--- src/hdl/rxp_pkg.sv ---
package rxp_pkg;
   localparam int RXP_CLK_MHZ = 250;
   // Oscillator periods are clock cycles of core_clk_i.
   localparam int RXP_RST_FILTER_PERIODS = 64;
   localparam int RXP_RST_FILTER_CYC = RXP_RST_FILTER_PERIODS;
   localparam int RXP_RST_OUT_PERIODS = 12;
   localparam int RXP_RST_OUT_CYC = RXP_RST_OUT_PERIODS;
   localparam logic [15:0] RXP_EXT_START_ADDR = 16'h0000;
   localparam logic [7:0] RXP_PORT_RESET_VAL = 8'hff;
   localparam logic RXP_FETCH_RESET_VAL = 1'b0;
   localparam int RXP_ALE_CYC = 2;
   localparam int RXP_STROBE_CYC = 4;
   typedef enum logic [1:0] {
      RXP_PWR_RUN,
      RXP_PWR_IDLE,
      RXP_PWR_DOWN
   } rxp_pwr_e;
   typedef enum logic [2:0] {
      RXP_BUS_IDLE,
      RXP_BUS_ADDR,
      RXP_BUS_HOLD,
      RXP_BUS_STROBE,
      RXP_BUS_DONE
   } rxp_bus_e;
endpackage

--- src/hdl/rxp_pins.sv ---
// Functional notes
// RL1: Reset after 64 clean low periods.
// RL2: Reset low forces ports to reset immediately.
// RL3: Reset wakes from idle and power-down.
// RL4: Internal reset drives pin low 12 periods; the code holds it low for 13.
// RL5: Fetch select low: external code from 0000h.
// RL6: Fetch select latched at reset, then frozen.
// RL7: Low address valid at strobe falling edge.
// RL8: Address strobe only for external moves.
// RL9: Low address and data share low lines.
// RL10: High address byte on high lines.
// RL11: Read strobe spans external read cycle.
// RL12: Write strobe spans external write cycle.
// RL13: Slave mode: read strobe is an input.
// RL14: Slave mode: write strobe is an input.
// RL15: Slave low data byte on low lines.
// RL16: Slave high byte only in 16-bit mode.
// RL17: Test entry pin high for normal operation.
// RL18: Synchronise reset and count consecutive lows.
`timescale 1ns/1ps
module rxp_pins
   import rxp_pkg::*;
(
   input wire logic core_clk_i,
   input wire logic rst_i,
   input wire logic rst_pin_n_i,
   input wire logic int_rst_req_i,
   input wire logic fetch_sel_n_i,
   input wire logic test_entry_pin_i,
   input wire logic idle_req_i,
   input wire logic pdown_req_i,
   input wire logic slave_mode_i,
   input wire logic slave_wide_i,
   input wire logic [7:0] slave_lo_i,
   input wire logic [7:0] slave_hi_i,
   input wire logic mem_req_i,
   input wire logic mem_we_i,
   input wire logic [15:0] mem_addr_i,
   input wire logic [7:0] mem_wdata_i,
   input wire logic [7:0] ad_i,
   input wire logic [7:0] ahi_i,
   input wire logic rd_n_i,
   input wire logic wr_n_i,
   output logic core_rst_o,
   output logic rst_pin_n_o,
   output logic rst_pin_oe_n_o,
   output logic port_force_o,
   output logic ext_fetch_o,
   output logic [15:0] fetch_start_o,
   output logic test_mode_o,
   output logic [1:0] pwr_state_o,
   output logic [7:0] ad_o,
   output logic [7:0] ad_oe_n_o,
   output logic [7:0] ahi_o,
   output logic [7:0] ahi_oe_n_o,
   output logic ale_o,
   output logic rd_n_o,
   output logic rd_oe_n_o,
   output logic wr_n_o,
   output logic wr_oe_n_o,
   output logic mem_done_o,
   output logic [7:0] mem_rdata_o,
   output logic slave_rd_o,
   output logic slave_wr_o,
   output logic [15:0] slave_wdata_o
);
   import rxp_pkg::*;

   logic rst_hit;
   logic stretch_busy;
   logic in_reset;
   logic rd_s;
   logic wr_s;
   logic rd_d;
   logic wr_d;
   rxp_pwr_e pwr;
   rxp_bus_e bus;
   logic [2:0] bcnt;
   logic bus_we;
   logic [15:0] baddr;
   logic [7:0] bdata;

   function automatic logic [7:0] oe_n_byte(input logic drive);
      oe_n_byte = drive ? 8'h00 : 8'hff;
   endfunction

   // Phase decoding shared by the pin drivers and the read capture.
   function automatic logic addr_phase(input rxp_bus_e st);
      addr_phase = (st == RXP_BUS_ADDR) || (st == RXP_BUS_HOLD);
   endfunction

   function automatic logic rd_phase(input rxp_bus_e st, input logic we);
      rd_phase = (st == RXP_BUS_STROBE) && !we;
   endfunction

   function automatic logic wr_phase(input rxp_bus_e st, input logic we);
      wr_phase = (st == RXP_BUS_STROBE) && we;
   endfunction

   rxp_rst_filter u_filter (
      .core_clk_i(core_clk_i),
      .rst_i(rst_i),
      .rst_pin_i(rst_pin_n_i),
      .rst_hit_o(rst_hit)
   );

   rxp_rst_stretch u_stretch (
      .core_clk_i(core_clk_i),
      .rst_i(rst_i),
      .start_i(int_rst_req_i),
      .busy_o(stretch_busy)
   );

   assign in_reset = rst_hit || stretch_busy;

   // Reset pin is open drain, pulled low during an internal reset.
   always_ff @(posedge core_clk_i) begin
      rst_pin_n_o <= 1'b0;
   end

   always_ff @(posedge core_clk_i) begin
      if (rst_i) begin
         rst_pin_oe_n_o <= 1'b1;
      end else begin
         rst_pin_oe_n_o <= !(int_rst_req_i || stretch_busy); // see RL4
      end
   end

   always_ff @(posedge core_clk_i) begin
      if (rst_i) begin
         core_rst_o <= 1'b1;
      end else begin
         core_rst_o <= in_reset; // see RL1
      end
   end

   // Port forcing follows the raw pin level without any filtering.
   always_ff @(posedge core_clk_i) begin
      if (rst_i) begin
         port_force_o <= 1'b1;
      end else begin
         port_force_o <= !rst_pin_n_i || in_reset; // see RL2
      end
   end

   // Every kind of reset samples the strap pins; they freeze afterwards.
   always_ff @(posedge core_clk_i) begin
      if (rst_i || in_reset) begin
         ext_fetch_o <= !fetch_sel_n_i; // see RL6
      end
   end

   always_ff @(posedge core_clk_i) begin
      if (rst_i || in_reset) begin
         fetch_start_o <= RXP_EXT_START_ADDR; // see RL5
      end
   end

   always_ff @(posedge core_clk_i) begin
      if (rst_i || in_reset) begin
         test_mode_o <= !test_entry_pin_i; // see RL17
      end
   end

   always_ff @(posedge core_clk_i) begin
      if (rst_i) begin
         pwr <= RXP_PWR_RUN;
      end else if (in_reset || !rst_pin_n_i) begin
         pwr <= RXP_PWR_RUN; // see RL3
      end else if (pdown_req_i) begin
         pwr <= RXP_PWR_DOWN;
      end else if (idle_req_i && pwr == RXP_PWR_RUN) begin
         pwr <= RXP_PWR_IDLE;
      end
   end
   assign pwr_state_o = pwr;

   // External memory cycle: address phase, strobe phase, done.
   always_ff @(posedge core_clk_i) begin
      if (rst_i || in_reset || slave_mode_i) begin
         bus <= RXP_BUS_IDLE;
         bcnt <= 3'h0;
         bus_we <= 1'b0;
         baddr <= 16'h0000;
         bdata <= 8'h00;
      end else begin
         case (bus)
            RXP_BUS_IDLE: begin
               if (mem_req_i && pwr == RXP_PWR_RUN) begin
                  bus <= RXP_BUS_ADDR; // see RL8
                  bus_we <= mem_we_i;
                  baddr <= mem_addr_i;
                  bdata <= mem_wdata_i;
                  bcnt <= 3'(RXP_ALE_CYC - 1);
               end
            end
            RXP_BUS_ADDR: begin
               if (bcnt == 3'h0) begin
                  bus <= RXP_BUS_HOLD;
               end else begin
                  bcnt <= bcnt - 3'h1;
               end
            end
            RXP_BUS_HOLD: begin
               bus <= RXP_BUS_STROBE;
               bcnt <= 3'(RXP_STROBE_CYC - 1);
            end
            RXP_BUS_STROBE: begin
               if (bcnt == 3'h0) begin
                  bus <= RXP_BUS_DONE;
               end else begin
                  bcnt <= bcnt - 3'h1;
               end
            end
            RXP_BUS_DONE: begin
               bus <= RXP_BUS_IDLE;
            end
            default: begin
               bus <= RXP_BUS_IDLE;
            end
         endcase
      end
   end

   // Pin drive follows the cycle engine one clock later.
   always_ff @(posedge core_clk_i) begin
      if (rst_i || in_reset || slave_mode_i) begin
         ale_o <= 1'b0;
      end else begin
         ale_o <= (bus == RXP_BUS_ADDR) && (bcnt != 3'h0); // see RL7
      end
   end

   always_ff @(posedge core_clk_i) begin
      if (rst_i || in_reset) begin
         ad_o <= RXP_PORT_RESET_VAL;
         ad_oe_n_o <= 8'hff;
      end else if (slave_mode_i) begin
         ad_o <= slave_lo_i; // see RL15
         ad_oe_n_o <= oe_n_byte(!rd_n_i);
      end else if (addr_phase(bus)) begin
         ad_o <= baddr[7:0]; // see RL9
         ad_oe_n_o <= 8'h00;
      end else if (wr_phase(bus, bus_we)) begin
         ad_o <= bdata; // see RL9
         ad_oe_n_o <= 8'h00;
      end else begin
         ad_o <= RXP_PORT_RESET_VAL;
         ad_oe_n_o <= 8'hff;
      end
   end

   always_ff @(posedge core_clk_i) begin
      if (rst_i || in_reset) begin
         ahi_o <= RXP_PORT_RESET_VAL;
         ahi_oe_n_o <= 8'hff;
      end else if (slave_mode_i) begin
         ahi_o <= slave_hi_i; // see RL16
         ahi_oe_n_o <= oe_n_byte(!rd_n_i && slave_wide_i);
      end else begin
         ahi_o <= baddr[15:8]; // see RL10
         ahi_oe_n_o <= oe_n_byte(bus != RXP_BUS_IDLE);
      end
   end

   always_ff @(posedge core_clk_i) begin
      if (rst_i || in_reset || slave_mode_i) begin
         rd_n_o <= 1'b1;
         rd_oe_n_o <= 1'b1; // see RL13
      end else begin
         rd_n_o <= !rd_phase(bus, bus_we); // see RL11
         rd_oe_n_o <= 1'b0;
      end
   end

   always_ff @(posedge core_clk_i) begin
      if (rst_i || in_reset || slave_mode_i) begin
         wr_n_o <= 1'b1;
         wr_oe_n_o <= 1'b1; // see RL14
      end else begin
         wr_n_o <= !wr_phase(bus, bus_we); // see RL12
         wr_oe_n_o <= 1'b0;
      end
   end

   always_ff @(posedge core_clk_i) begin
      if (rst_i || in_reset) begin
         mem_done_o <= 1'b0;
      end else begin
         mem_done_o <= (bus == RXP_BUS_DONE);
      end
   end

   always_ff @(posedge core_clk_i) begin
      if (rst_i || in_reset) begin
         mem_rdata_o <= 8'h00;
      end else if (rd_phase(bus, bus_we) && bcnt == 3'h0) begin
         mem_rdata_o <= ad_i; // see RL11
      end
   end

   // Slave strobes are inputs; their rising edge ends a host cycle.
   always_ff @(posedge core_clk_i) begin
      if (rst_i) begin
         rd_s <= 1'b1;
         rd_d <= 1'b1;
      end else begin
         rd_s <= rd_n_i;
         rd_d <= rd_s;
      end
   end

   always_ff @(posedge core_clk_i) begin
      if (rst_i) begin
         wr_s <= 1'b1;
         wr_d <= 1'b1;
      end else begin
         wr_s <= wr_n_i;
         wr_d <= wr_s;
      end
   end

   always_ff @(posedge core_clk_i) begin
      if (rst_i || in_reset) begin
         slave_rd_o <= 1'b0;
      end else begin
         slave_rd_o <= slave_mode_i && rd_s && !rd_d; // see RL13
      end
   end

   always_ff @(posedge core_clk_i) begin
      if (rst_i || in_reset) begin
         slave_wr_o <= 1'b0;
      end else begin
         slave_wr_o <= slave_mode_i && wr_s && !wr_d; // see RL14
      end
   end

   always_ff @(posedge core_clk_i) begin
      if (rst_i || in_reset) begin
         slave_wdata_o <= 16'h0000;
      end else if (slave_mode_i && !wr_n_i) begin
         slave_wdata_o[7:0] <= ad_i; // see RL15
         slave_wdata_o[15:8] <= slave_wide_i ? ahi_i : 8'h00; // see RL16
      end
   end
endmodule

--- src/hdl/rxp_rst_filter.sv ---
`timescale 1ns/1ps
module rxp_rst_filter
   import rxp_pkg::*;
(
   input wire logic core_clk_i,
   input wire logic rst_i,
   input wire logic rst_pin_i,
   output logic rst_hit_o
);
   logic sync_a;
   logic sync_b;
   logic [6:0] low_cnt;
   always_ff @(posedge core_clk_i) begin
      if (rst_i) begin
         sync_a <= 1'b1;
         sync_b <= 1'b1;
      end else begin
         sync_a <= rst_pin_i;
         sync_b <= sync_a;
      end
   end
   always_ff @(posedge core_clk_i) begin
      if (rst_i || sync_b) begin
         low_cnt <= 7'h00; // see RL18
      end else if (low_cnt < 7'(RXP_RST_FILTER_CYC)) begin
         low_cnt <= low_cnt + 7'h01; // see RL18
      end
   end
   assign rst_hit_o = (low_cnt == 7'(RXP_RST_FILTER_CYC)); // see RL1
endmodule

--- src/hdl/rxp_rst_stretch.sv ---
`timescale 1ns/1ps
module rxp_rst_stretch
   import rxp_pkg::*;
(
   input wire logic core_clk_i,
   input wire logic rst_i,
   input wire logic start_i,
   output logic busy_o
);
   logic [3:0] cnt;
   always_ff @(posedge core_clk_i) begin
      if (rst_i) begin
         cnt <= 4'h0;
      end else if (start_i) begin
         cnt <= 4'(RXP_RST_OUT_CYC); // see RL4
      end else if (cnt != 4'h0) begin
         cnt <= cnt - 4'h1;
      end
   end
   assign busy_o = (cnt != 4'h0);
endmodule

--- config.mk ---
export PLATFORM = sky130hd
export DESIGN_NAME = rxp_pins
export DESIGN_NICKNAME = d
export VERILOG_FILES = /design/src/hdl/rxp_pkg.sv /design/src/hdl/rxp_pins.sv /design/src/hdl/rxp_rst_filter.sv /design/src/hdl/rxp_rst_stretch.sv
export SDC_FILE = /design/constraint.sdc
export NUM_CORES = 1
export LEC_CHECK = 0
export ABC_CLOCK_PERIOD_IN_PS = 3050
export BUFFER_PORTS_ARGS = -buffer_cell sky130_fd_sc_hd__buf_2
export CORE_UTILIZATION = 52
export DETAILED_ROUTE_END_ITERATION = 8
export PLACE_DENSITY_LB_ADDON = 0.08
export SLEW_MARGIN = 15
export SYNTH_ARGS = -nofsm -noshare
export SYNTH_HDL_FRONTEND = slang
export SYNTH_SLANG_ARGS = --single-unit
--- constraint.sdc ---
create_clock -name core_clk_i -period 3.05 [get_ports core_clk_i]
set_input_delay 0.7625 -clock core_clk_i [delete_from_list [all_inputs] [get_ports core_clk_i]]
set_output_delay 0.7625 -clock core_clk_i [all_outputs]
set_load 0.01 [all_outputs]
==> impl_metrics.yaml, run 1 <==
outcome:
  status: "complete, no violations"
worst_setup_path:
  cp_data_required_time_ps: 3320
  r2r_slack_ps: 690
  r2r_start: "u_stretch.cnt[0]"
  cp-end-kind: "register"
  crit_fanout: 31
  reg2regPathDepth: 8
  r2r_end: "bus[2]"
  worstPathArrival_ps: 2630
  start_kind: "register"
  critPathKind: "reg -> reg"
pwr:
  p_leak_nw: 2.16
  internal_power_w: 0.00214
  clockPowerShare: 0.385
  comb_power_share: 0.104
  p_per_area_mw_per_mm2: 571
  power.switching_w: 0.000653
  ir_drop_mv: 0.286
  p_sw_frac: 0.234
  power_frac_seq: 0.511
die:
  io_pins: 158
  die-area_mm2: 0.00820
  rows: 31
  die_y_um: 90.5
  start_util: 0.550
  dieWidth_um: 90.5
  core_mm2: 0.00741
logic_synthesis:
  synth.area.top_cells: "dfxtp_1 (50%), nand2_1 (8.4%), a21oi_1 (6.5%), buf_4 (5.9%), mux2i_1 (4.4%)"
  ys_async_sr_fraction: 0
  synth_edf_count: 2
  yosysTopAreaCellShare: 0.501
  syn_inst: 458
  yosys.area.top_type: "dfxtp_1"
  ys_warn_count: 0
  yosys_register_bits: 104
  syn-cell-area_mm2: 0.00408
  syn_area_per_cell_um2: 8.90
  synthFlopType: "dfxtp_1"
  seq_area_frac_synth: 0.516
  yosysUniqueCellTypes: 43
sta:
  worst_clock_skew_ps: 11.9
  fin_crit_sh: 0.772
  tns_ps: 0
  fmax_ghz: 0.425
  slew_viol_final: 0
  max_slew_margin: 0.452
  rsz0062_at_grt: "no"
  whs_ps: 395
  hold_violations: 0
  setup_viol: 0
  worstMarginPinSlew_ps: 819
  finalWorstPathRequiredPeriod_ps: 2360
clocking:
  root_buffer: "clkbuf_8"
  clock-sinks: 104
  cts_buffer_depth: 2
  cts.hold.buffers_added: 0
  cts_resized: 0
  cts_made_buffers: 9
  cts_tree: "done"
  clk_pin_slew_ps: 100
  postCtsSetupBuffers: 0
  htree_levels: 3
  insertion_delay_ps: 360
routing:
  wire_per_inst_um: 12.9
  route.detailed.drc: 0
  vias: 3284
  ant_nets: 0
  drt_iter0_drc: 127
  wirelength_um: 8650
  avgViaCountPerCell: 4.89
  firstDrtPassIters: 4
worst_hold_path:
  min_from: "wr_d"
  min_to: "slave_wr_o"
  whs_path_depth: 1
  hp-class: "reg -> reg"
layout:
  diodes: 0
  final_common_cell: "buf_2"
  synthToLayoutAreaGrowth_pct: 20.1
  nets: 643
  fillCellCount: 676
  most-common-layout-cells: "buf_2 (140), dfxtp_1 (102), nand2_1 (91)"
  drive_gt1_frac: 0.300
placement:
  hpwl_um: 6110
  portBuffers: 140
  gp_congestion: 0.750
global_routing:
  grt_use_total: 0.220
  grt_start_max_net_pins: 34
  grt_pass1_vias: 3054
  grt_pass1_wl_um: 14500
  antenna_found_initial: 0
  grt_remaining_overflow: 0
run:
  drv_cap: 0
## kinds of logic after synthesis
logic type,synth area share
and+or+nand+nor,0.188
xor gates and xnor gates,0.0193
other,0.000920
AOI/OAI and AO/OA,0.116
DFF,0.516
buffers and inverters,0.101
adders and majority gates,0.0153
muxes,0.0442
## power groups by stage
| stage | sequential [W] | combinational, W | clock (W) |
|---|---|---|---|
| after detailed placement | 0.00146 | 0.000292 | 0 |
| final | 0.00143 | 0.000291 | 0.00108 |
| after global routing | 0.00144 | 0.000323 | 0.00115 |
| after global placement | 0.00146 | 0.000288 | 0 |
| after floorplan | 0.00147 | 0.000191 | 0 |
| after CTS | 0.00143 | 0.000293 | 0.00109 |
## through the flow
stage          setup WS, ps  utilization  cell area (um^2)  power, W  cells
2_1_floorplan          1020            -              4140   0.00166    474
3_3_place_gp            682        0.625              4630   0.00175    656
3_5_place_dp            634        0.625              4630   0.00175    656
4_1_cts                 685        0.661              4900   0.00281    672
5_1_grt                 502        0.661              4900   0.00291    672
6_report                695        0.661              4900   0.00280    672
## registers in the layout (all words and copies together) (netlist names), 2 cells and up
name	count
ahi_o	8
slave_wdata_o	16
u_filter.low_cnt	7
baddr	16
mem_rdata_o	8
ad_o	8
bcnt	3
bus	3
bdata	8
pwr_state_o	2
u_stretch.cnt	4
## metal layers
metal / GRT usage / wire length, um / vias to the layer above
li1: - / - / 1677
met1: 0.285 / 3960 / 1481
met2: 0.367 / 4040 / 116
met3: 0.0345 / 520 / 10
met4: 0.0806 / 127 / 0
met5: 0 / 0 / -
## worst max-delay path by stage
stage	startpoint	slack (ps)	to
floorplan	u_stretch.cnt[0]	1020	ale_o
global placement	mem_req_i	680	bdata[4]
detailed placement	mem_req_i	630	baddr[3]
CTS	u_stretch.cnt[0]	680	bus[2]
global route	u_stretch.cnt[0]	500	bus[2]
finish	u_stretch.cnt[0]	690	bus[2]
## area by class of cell
cell class	instances	area, um^2	area share
inverter	14	52.6	0.0107
tap	99	124	0.0253
timing repair buffer	144	731	0.149
sequential	104	2100	0.429
multi-input combinational	295	1620	0.331
clock buffer	12	166	0.0340
clock inverter	4	98.8	0.0202
## critical path, cell delays in order (launching register included)
cell	delay, ps
dfxtp_1	340
inv_1	60
ha_1	190
or3b_1	480
a311oi_4	330
inv_2	170
nor2_4	150
inv_2	240
nor4_1	300
## Yosys cell counts (7+ instances only)
cell,instances
nand3_1,10
o21ai_0,9
nand2_1,91
o22ai_1,9
clkbuf_1,20
a21oi_1,53
buf_4,32
or2_2,7
inv_1,12
dfxtp_1,102
nor2_1,24
mux2i_1,18
(Power assumes the default switching activity.)
==> run 2, diff against run 1 <==
- ABC_CLOCK_PERIOD_IN_PS: 3050 -> 2200
- CORE_UTILIZATION: 52 -> 48
- clock period: 3.05 -> 2.2 ns (I/O delays scaled with it)
==> run 2 against run 1 <==
  * Routed wire length rose by 0.62%
  * Via count rose by 2.8%
  * Sequential power rose by 38%
  * Core utilization fell by 6.1 points
  * Final cell count rose by 1.6%
  * Clock skew rose by 2.4 ps
  * Clock power rose by 23%
  * Maximum frequency rose by 15%
  * Combinational power rose by 46%
  * Largest cell class unchanged
==> impl_metrics.yaml, run 2 (synthesis gave the netlist of run 1 again) <==
layout:
  top_regs: "baddr (16), slave_wdata_o (16)"
  final_common_cell: "buf_2"
  fillCellCount: 788
  synthToLayoutAreaGrowth_pct: 20.9
  diodes: 0
  drive_gt1_frac: 0.310
  most-common-layout-cells: "buf_2 (140), dfxtp_1 (102), nand2_1 (91)"
  fin_util: 0.600
  nets: 648
die:
  core_mm2: 0.00822
  dieWidth_um: 94.2
  die-area_mm2: 0.00887
  rows: 33
  start_util: 0.496
  die_y_um: 94.2
  io_pins: 158
outcome:
  status: "complete, no violations"
clocking:
  clock-sinks: 104
  postCtsSetupBuffers: 0
  insertion_delay_ps: 360
  clk_pin_slew_ps: 100
  cts_tree: "done"
  root_buffer: "clkbuf_8"
  cts.hold.buffers_added: 0
  htree_levels: 3
  cts_made_buffers: 9
  cts_buffer_depth: 2
global_routing:
  antenna_found_initial: 0
  grt_remaining_overflow: 0
  grt_pass1_wl_um: 13800
  grt_use_total: 0.202
  grt_start_max_net_pins: 37
  grt_pass1_vias: 2995
sta:
  slew_viol_final: 0
  worstMarginPinSlew_ps: 644
  tns_ps: 0
  finalWorstPathRequiredPeriod_ps: 2040
  hold_violations: 0
  fin_crit_sh: 0.929
  setup_viol: 0
  rsz0062_at_grt: "no"
  fmax_ghz: 0.489
  max_slew_margin: 0.571
  worst_clock_skew_ps: 14.4
worst_setup_path:
  max_stage_delay_ps: 410
  r2r_end: "baddr[15]"
  start_kind: "register"
  r2r_start: "u_stretch.cnt[0]"
  reg2regPathDepth: 9
  crit_slowest_cell: "or3b_4"
  cp_data_required_time_ps: 2490
  cp-end-kind: "register"
  crit_fanout: 22
  r2r_slack_ps: 160
  path_common_cell: "inv_2"
  worstPathArrival_ps: 2330
  worstPathCellList: "inv_1, ha_1, or3b_4, a311oi_4, inv_2, nor2_4, inv_2, buf_12, a21oi_1"
  critPathKind: "reg -> reg"
routing:
  route.detailed.drc: 0
  avgViaCountPerCell: 4.94
  wirelength_um: 8700
  dr_wl_met3_um: 535
  wire_per_inst_um: 12.7
  vias: 3377
  drt_iter0_drc: 108
  firstDrtPassIters: 4
  wl_met1_um: 3970
  maxUsedRoutingLayer: "met4"
  dr_wl_met2_um: 4040
  ant_nets: 0
pwr:
  p_per_area_mw_per_mm2: 758
  p_leak_nw: 2.16
  ir_drop_mv: 0.389
placement:
  portBuffers: 140
  gp_congestion: 0.816
  hpwl_um: 6210
run:
  drv_cap: 0
worst_hold_path:
  min_from: "pdown_req_i"
  min_to: "pwr_state_o[0]"
  whs_path_depth: 2
  hp-class: "in -> reg"
run 2: cell types whose count changed in the layout (fill, tap and decap cells not counted), sizes merged:
cell,before,now
clkinv,1,0
clkbuf,12,9
buf,144,149
inv,14,16
bufinv,3,2
clkinvlp,0,3
run 2: cell type report:
class | instances | area (um^2) | share of cell area
Sequential cell | 104 | 2100 | 0.426
Multi-Input combinational cell | 295 | 1620 | 0.329
Timing Repair Buffer | 149 | 793 | 0.161
Tap cell | 105 | 131 | 0.0266
Clock buffer | 9 | 124 | 0.0251
Clock inverter | 7 | 103 | 0.0208
Inverter | 14 | 52.6 | 0.0107
run 2: per-stage QoR:
step | setup slack (ps) | power (W) | hold slack, ps | cell area [um^2] | instances
2_1_floorplan | 168 | 0.00231 | 373 | 4140 | 474
3_3_place_gp | 181 | 0.00245 | 377 | 4700 | 667
3_5_place_dp | 150 | 0.00245 | 380 | 4700 | 667
4_1_cts | 113 | 0.00378 | 355 | 4930 | 683
5_1_grt | 4.30 | 0.00390 | 359 | 4930 | 683
6_report | 156 | 0.00374 | 373 | 4930 | 683
run 2: how the worst max path moves through the flow:
stage / depth (start not counted) / slack, ps / to / startpoint
final: 9 / 160 / baddr[15] / u_stretch.cnt[0]
after global routing: 9 / 4 / baddr[15] / u_stretch.cnt[0]
after detailed placement: 7 / 150 / wr_n_o / u_stretch.cnt[0]
after global placement: 7 / 180 / wr_n_o / u_stretch.cnt[0]
after CTS: 9 / 110 / baddr[15] / u_stretch.cnt[0]
after floorplan: 10 / 170 / ale_o / u_stretch.cnt[0]
run 2: power breakdown:
part	total, W	switching [W]	internal, W
Combinational	0.000426	0.000247	0.000179
Clock	0.00133	0.000675	0.000652
Sequential	0.00198	0.0000295	0.00195
Total	0.00374	0.000951	0.00278
run 2: routing by layer:
layer,track usage,up-vias
li1,-,1686
met1,0.256,1547
met2,0.335,131
met3,0.0364,13
met4,0.0885,0
met5,0,-
run 2: critical path, delay by kind of cell, from the launching register on:
family          cells  cell delay (ps)
fa+ha+maj           1              190
buf+inv             4              470
compound gates      2              430
simple gates        2              530
flops               1              340
run 2: repair_timing:
action	4_1_cts	5_1_grt
endpoints found under the hold margin	0	0
resized for setup	0	1
endpoints found under the setup margin	0	2
==> run 3, diff against run 2 <==
- ABC_CLOCK_PERIOD_IN_PS: 2200 -> 2500
- CORE_UTILIZATION: 48 -> 52
- clock period: 2.2 -> 2.5 ns (I/O delays scaled with it)
==> run 3 against run 2 <==
  * Combinational power down 15%
  * Critical endpoint is now bus[2]
  * Largest power group unchanged
  * Critical path type unchanged
  * Non-clock buffer count down 1
  * Total power down 15%
  * Final cell count down 1.0%
==> impl_metrics.yaml, run 3 (synthesis gave the netlist of run 1 again) <==
global_routing:
  met2_usage: 0.364
  grt_use_total: 0.208
  globalRoute.busiestLayer: "met2"
  met3_usage: 0.0337
  grt_start_max_net_pins: 32
  grt_remaining_overflow: 0
  grt_pass1_vias: 3081
  grt_util_met1: 0.261
  grt_pass1_wl_um: 14000
  antenna_found_initial: 0
layout:
  final_common_cell: "buf_2"
  synthToLayoutAreaGrowth_pct: 19.3
  nets: 647
  top_regs: "baddr (16), slave_wdata_o (16)"
  drive_gt1_frac: 0.307
  fin_area_mm2: 0.00486
  diodes: 0
  fillCellCount: 639
  most-common-layout-cells: "buf_2 (140), dfxtp_1 (102), nand2_1 (91)"
sta:
  tns_ps: 0
  fin_crit_sh: 0.897
  setup_viol: 0
  slew_viol_final: 0
  hold_violations: 0
  worstMarginPinSlew_ps: 855
  rsz0062_at_grt: "no"
  finalWorstPathRequiredPeriod_ps: 2240
  max_slew_margin: 0.429
  worst_clock_skew_ps: 10.1
  fmax_ghz: 0.446
routing:
  ant_nets: 0
  firstDrtPassIters: 4
  wirelength_um: 8590
  wire_per_inst_um: 12.7
  drt_iter0_drc: 128
  avgViaCountPerCell: 4.94
  route.detailed.drc: 0
  vias: 3339
worst_setup_path:
  worstPathArrival_ps: 2500
  start_kind: "register"
  cp_data_required_time_ps: 2750
  crit_fanout: 31
  critPathKind: "reg -> reg"
  cp-end-kind: "register"
pwr:
  ir_drop_mv: 0.382
  p_leak_nw: 2.15
  p_per_area_mw_per_mm2: 649
die:
  die-area_mm2: 0.00820
  start_util: 0.550
  die_y_um: 90.5
  dieWidth_um: 90.5
  rows: 31
  io_pins: 158
  core_mm2: 0.00741
placement:
  hpwl_um: 6330
  gp_congestion: 0.810
  portBuffers: 140
  place_area_mm2: 0.00466
clocking:
  root_buffer: "clkbuf_8"
  insertion_delay_ps: 350
  clock-sinks: 104
  cts_buffer_depth: 2
  htree_levels: 3
  cts_resized: 0
  cts_made_buffers: 9
  cts_tree: "done"
  clk_pin_slew_ps: 100
  cts.hold.buffers_added: 0
  postCtsSetupBuffers: 0
outcome:
  status: "complete, no violations"
worst_hold_path:
  hp-class: "reg -> reg"
run:
  drv_cap: 0
run 3: cell types whose count changed in the layout (fill, tap and decap cells not counted), sizes merged:
cell,change
clkbuf,+1
bufinv,-1
clkinv,+3
clkinvlp,-3
buf,-1
run 3: layout make-up:
cell class | instances | area [um^2] | share of cell area
Sequential cell | 104 | 2100 | 0.432
Multi-Input combinational cell | 295 | 1620 | 0.333
Timing Repair Buffer | 148 | 761 | 0.156
Clock buffer | 10 | 138 | 0.0283
Tap cell | 99 | 124 | 0.0255
Clock inverter | 6 | 66.3 | 0.0136
Inverter | 14 | 52.6 | 0.0108
run 3: critical path, cell delays in order (launching register included):
cell	delay, ps
dfxtp_1	340
inv_1	60
ha_1	190
or3b_1	470
a311oi_4	320
inv_2	90
nor2_4	120
inv_2	220
nor4_1	320
run 3: path summary, 6_finish.rpt:
kind | slack, ps | startpoint | cells after the start | to
worst max-delay path | 260 | u_stretch.cnt[0] | 8 | bus[2]
worst min-delay path | 390 | rd_d | 1 | slave_rd_o
worst max register to register | 260 | u_stretch.cnt[0] | 8 | bus[2]
worst min register to register | 390 | rd_d | 1 | slave_rd_o
run 3: metal layers:
layer  vias up  share of wire
li1       1694              -
met1      1504           0.45
met2       128           0.48
met3        13          0.062
met4         0          0.012
met5         -              0
run 3: report_power, final:
part / internal, W / switching (W)
logic: 0.000147 / 0.000214
clock network: 0.000496 / 0.000556
registers: 0.00172 / 0.0000265
run 3: stage by stage:
step	cells	utilization	setup WS, ps	total power, W	hold WS [ps]
2_1_floorplan	474	-	468	0.00203	373
3_3_place_gp	660	0.629	350	0.00214	382
3_5_place_dp	660	0.629	259	0.00215	383
4_1_cts	676	0.657	238	0.00318	397
5_1_grt	676	0.657	30.2	0.00330	417
6_report	676	0.657	259	0.00316	392
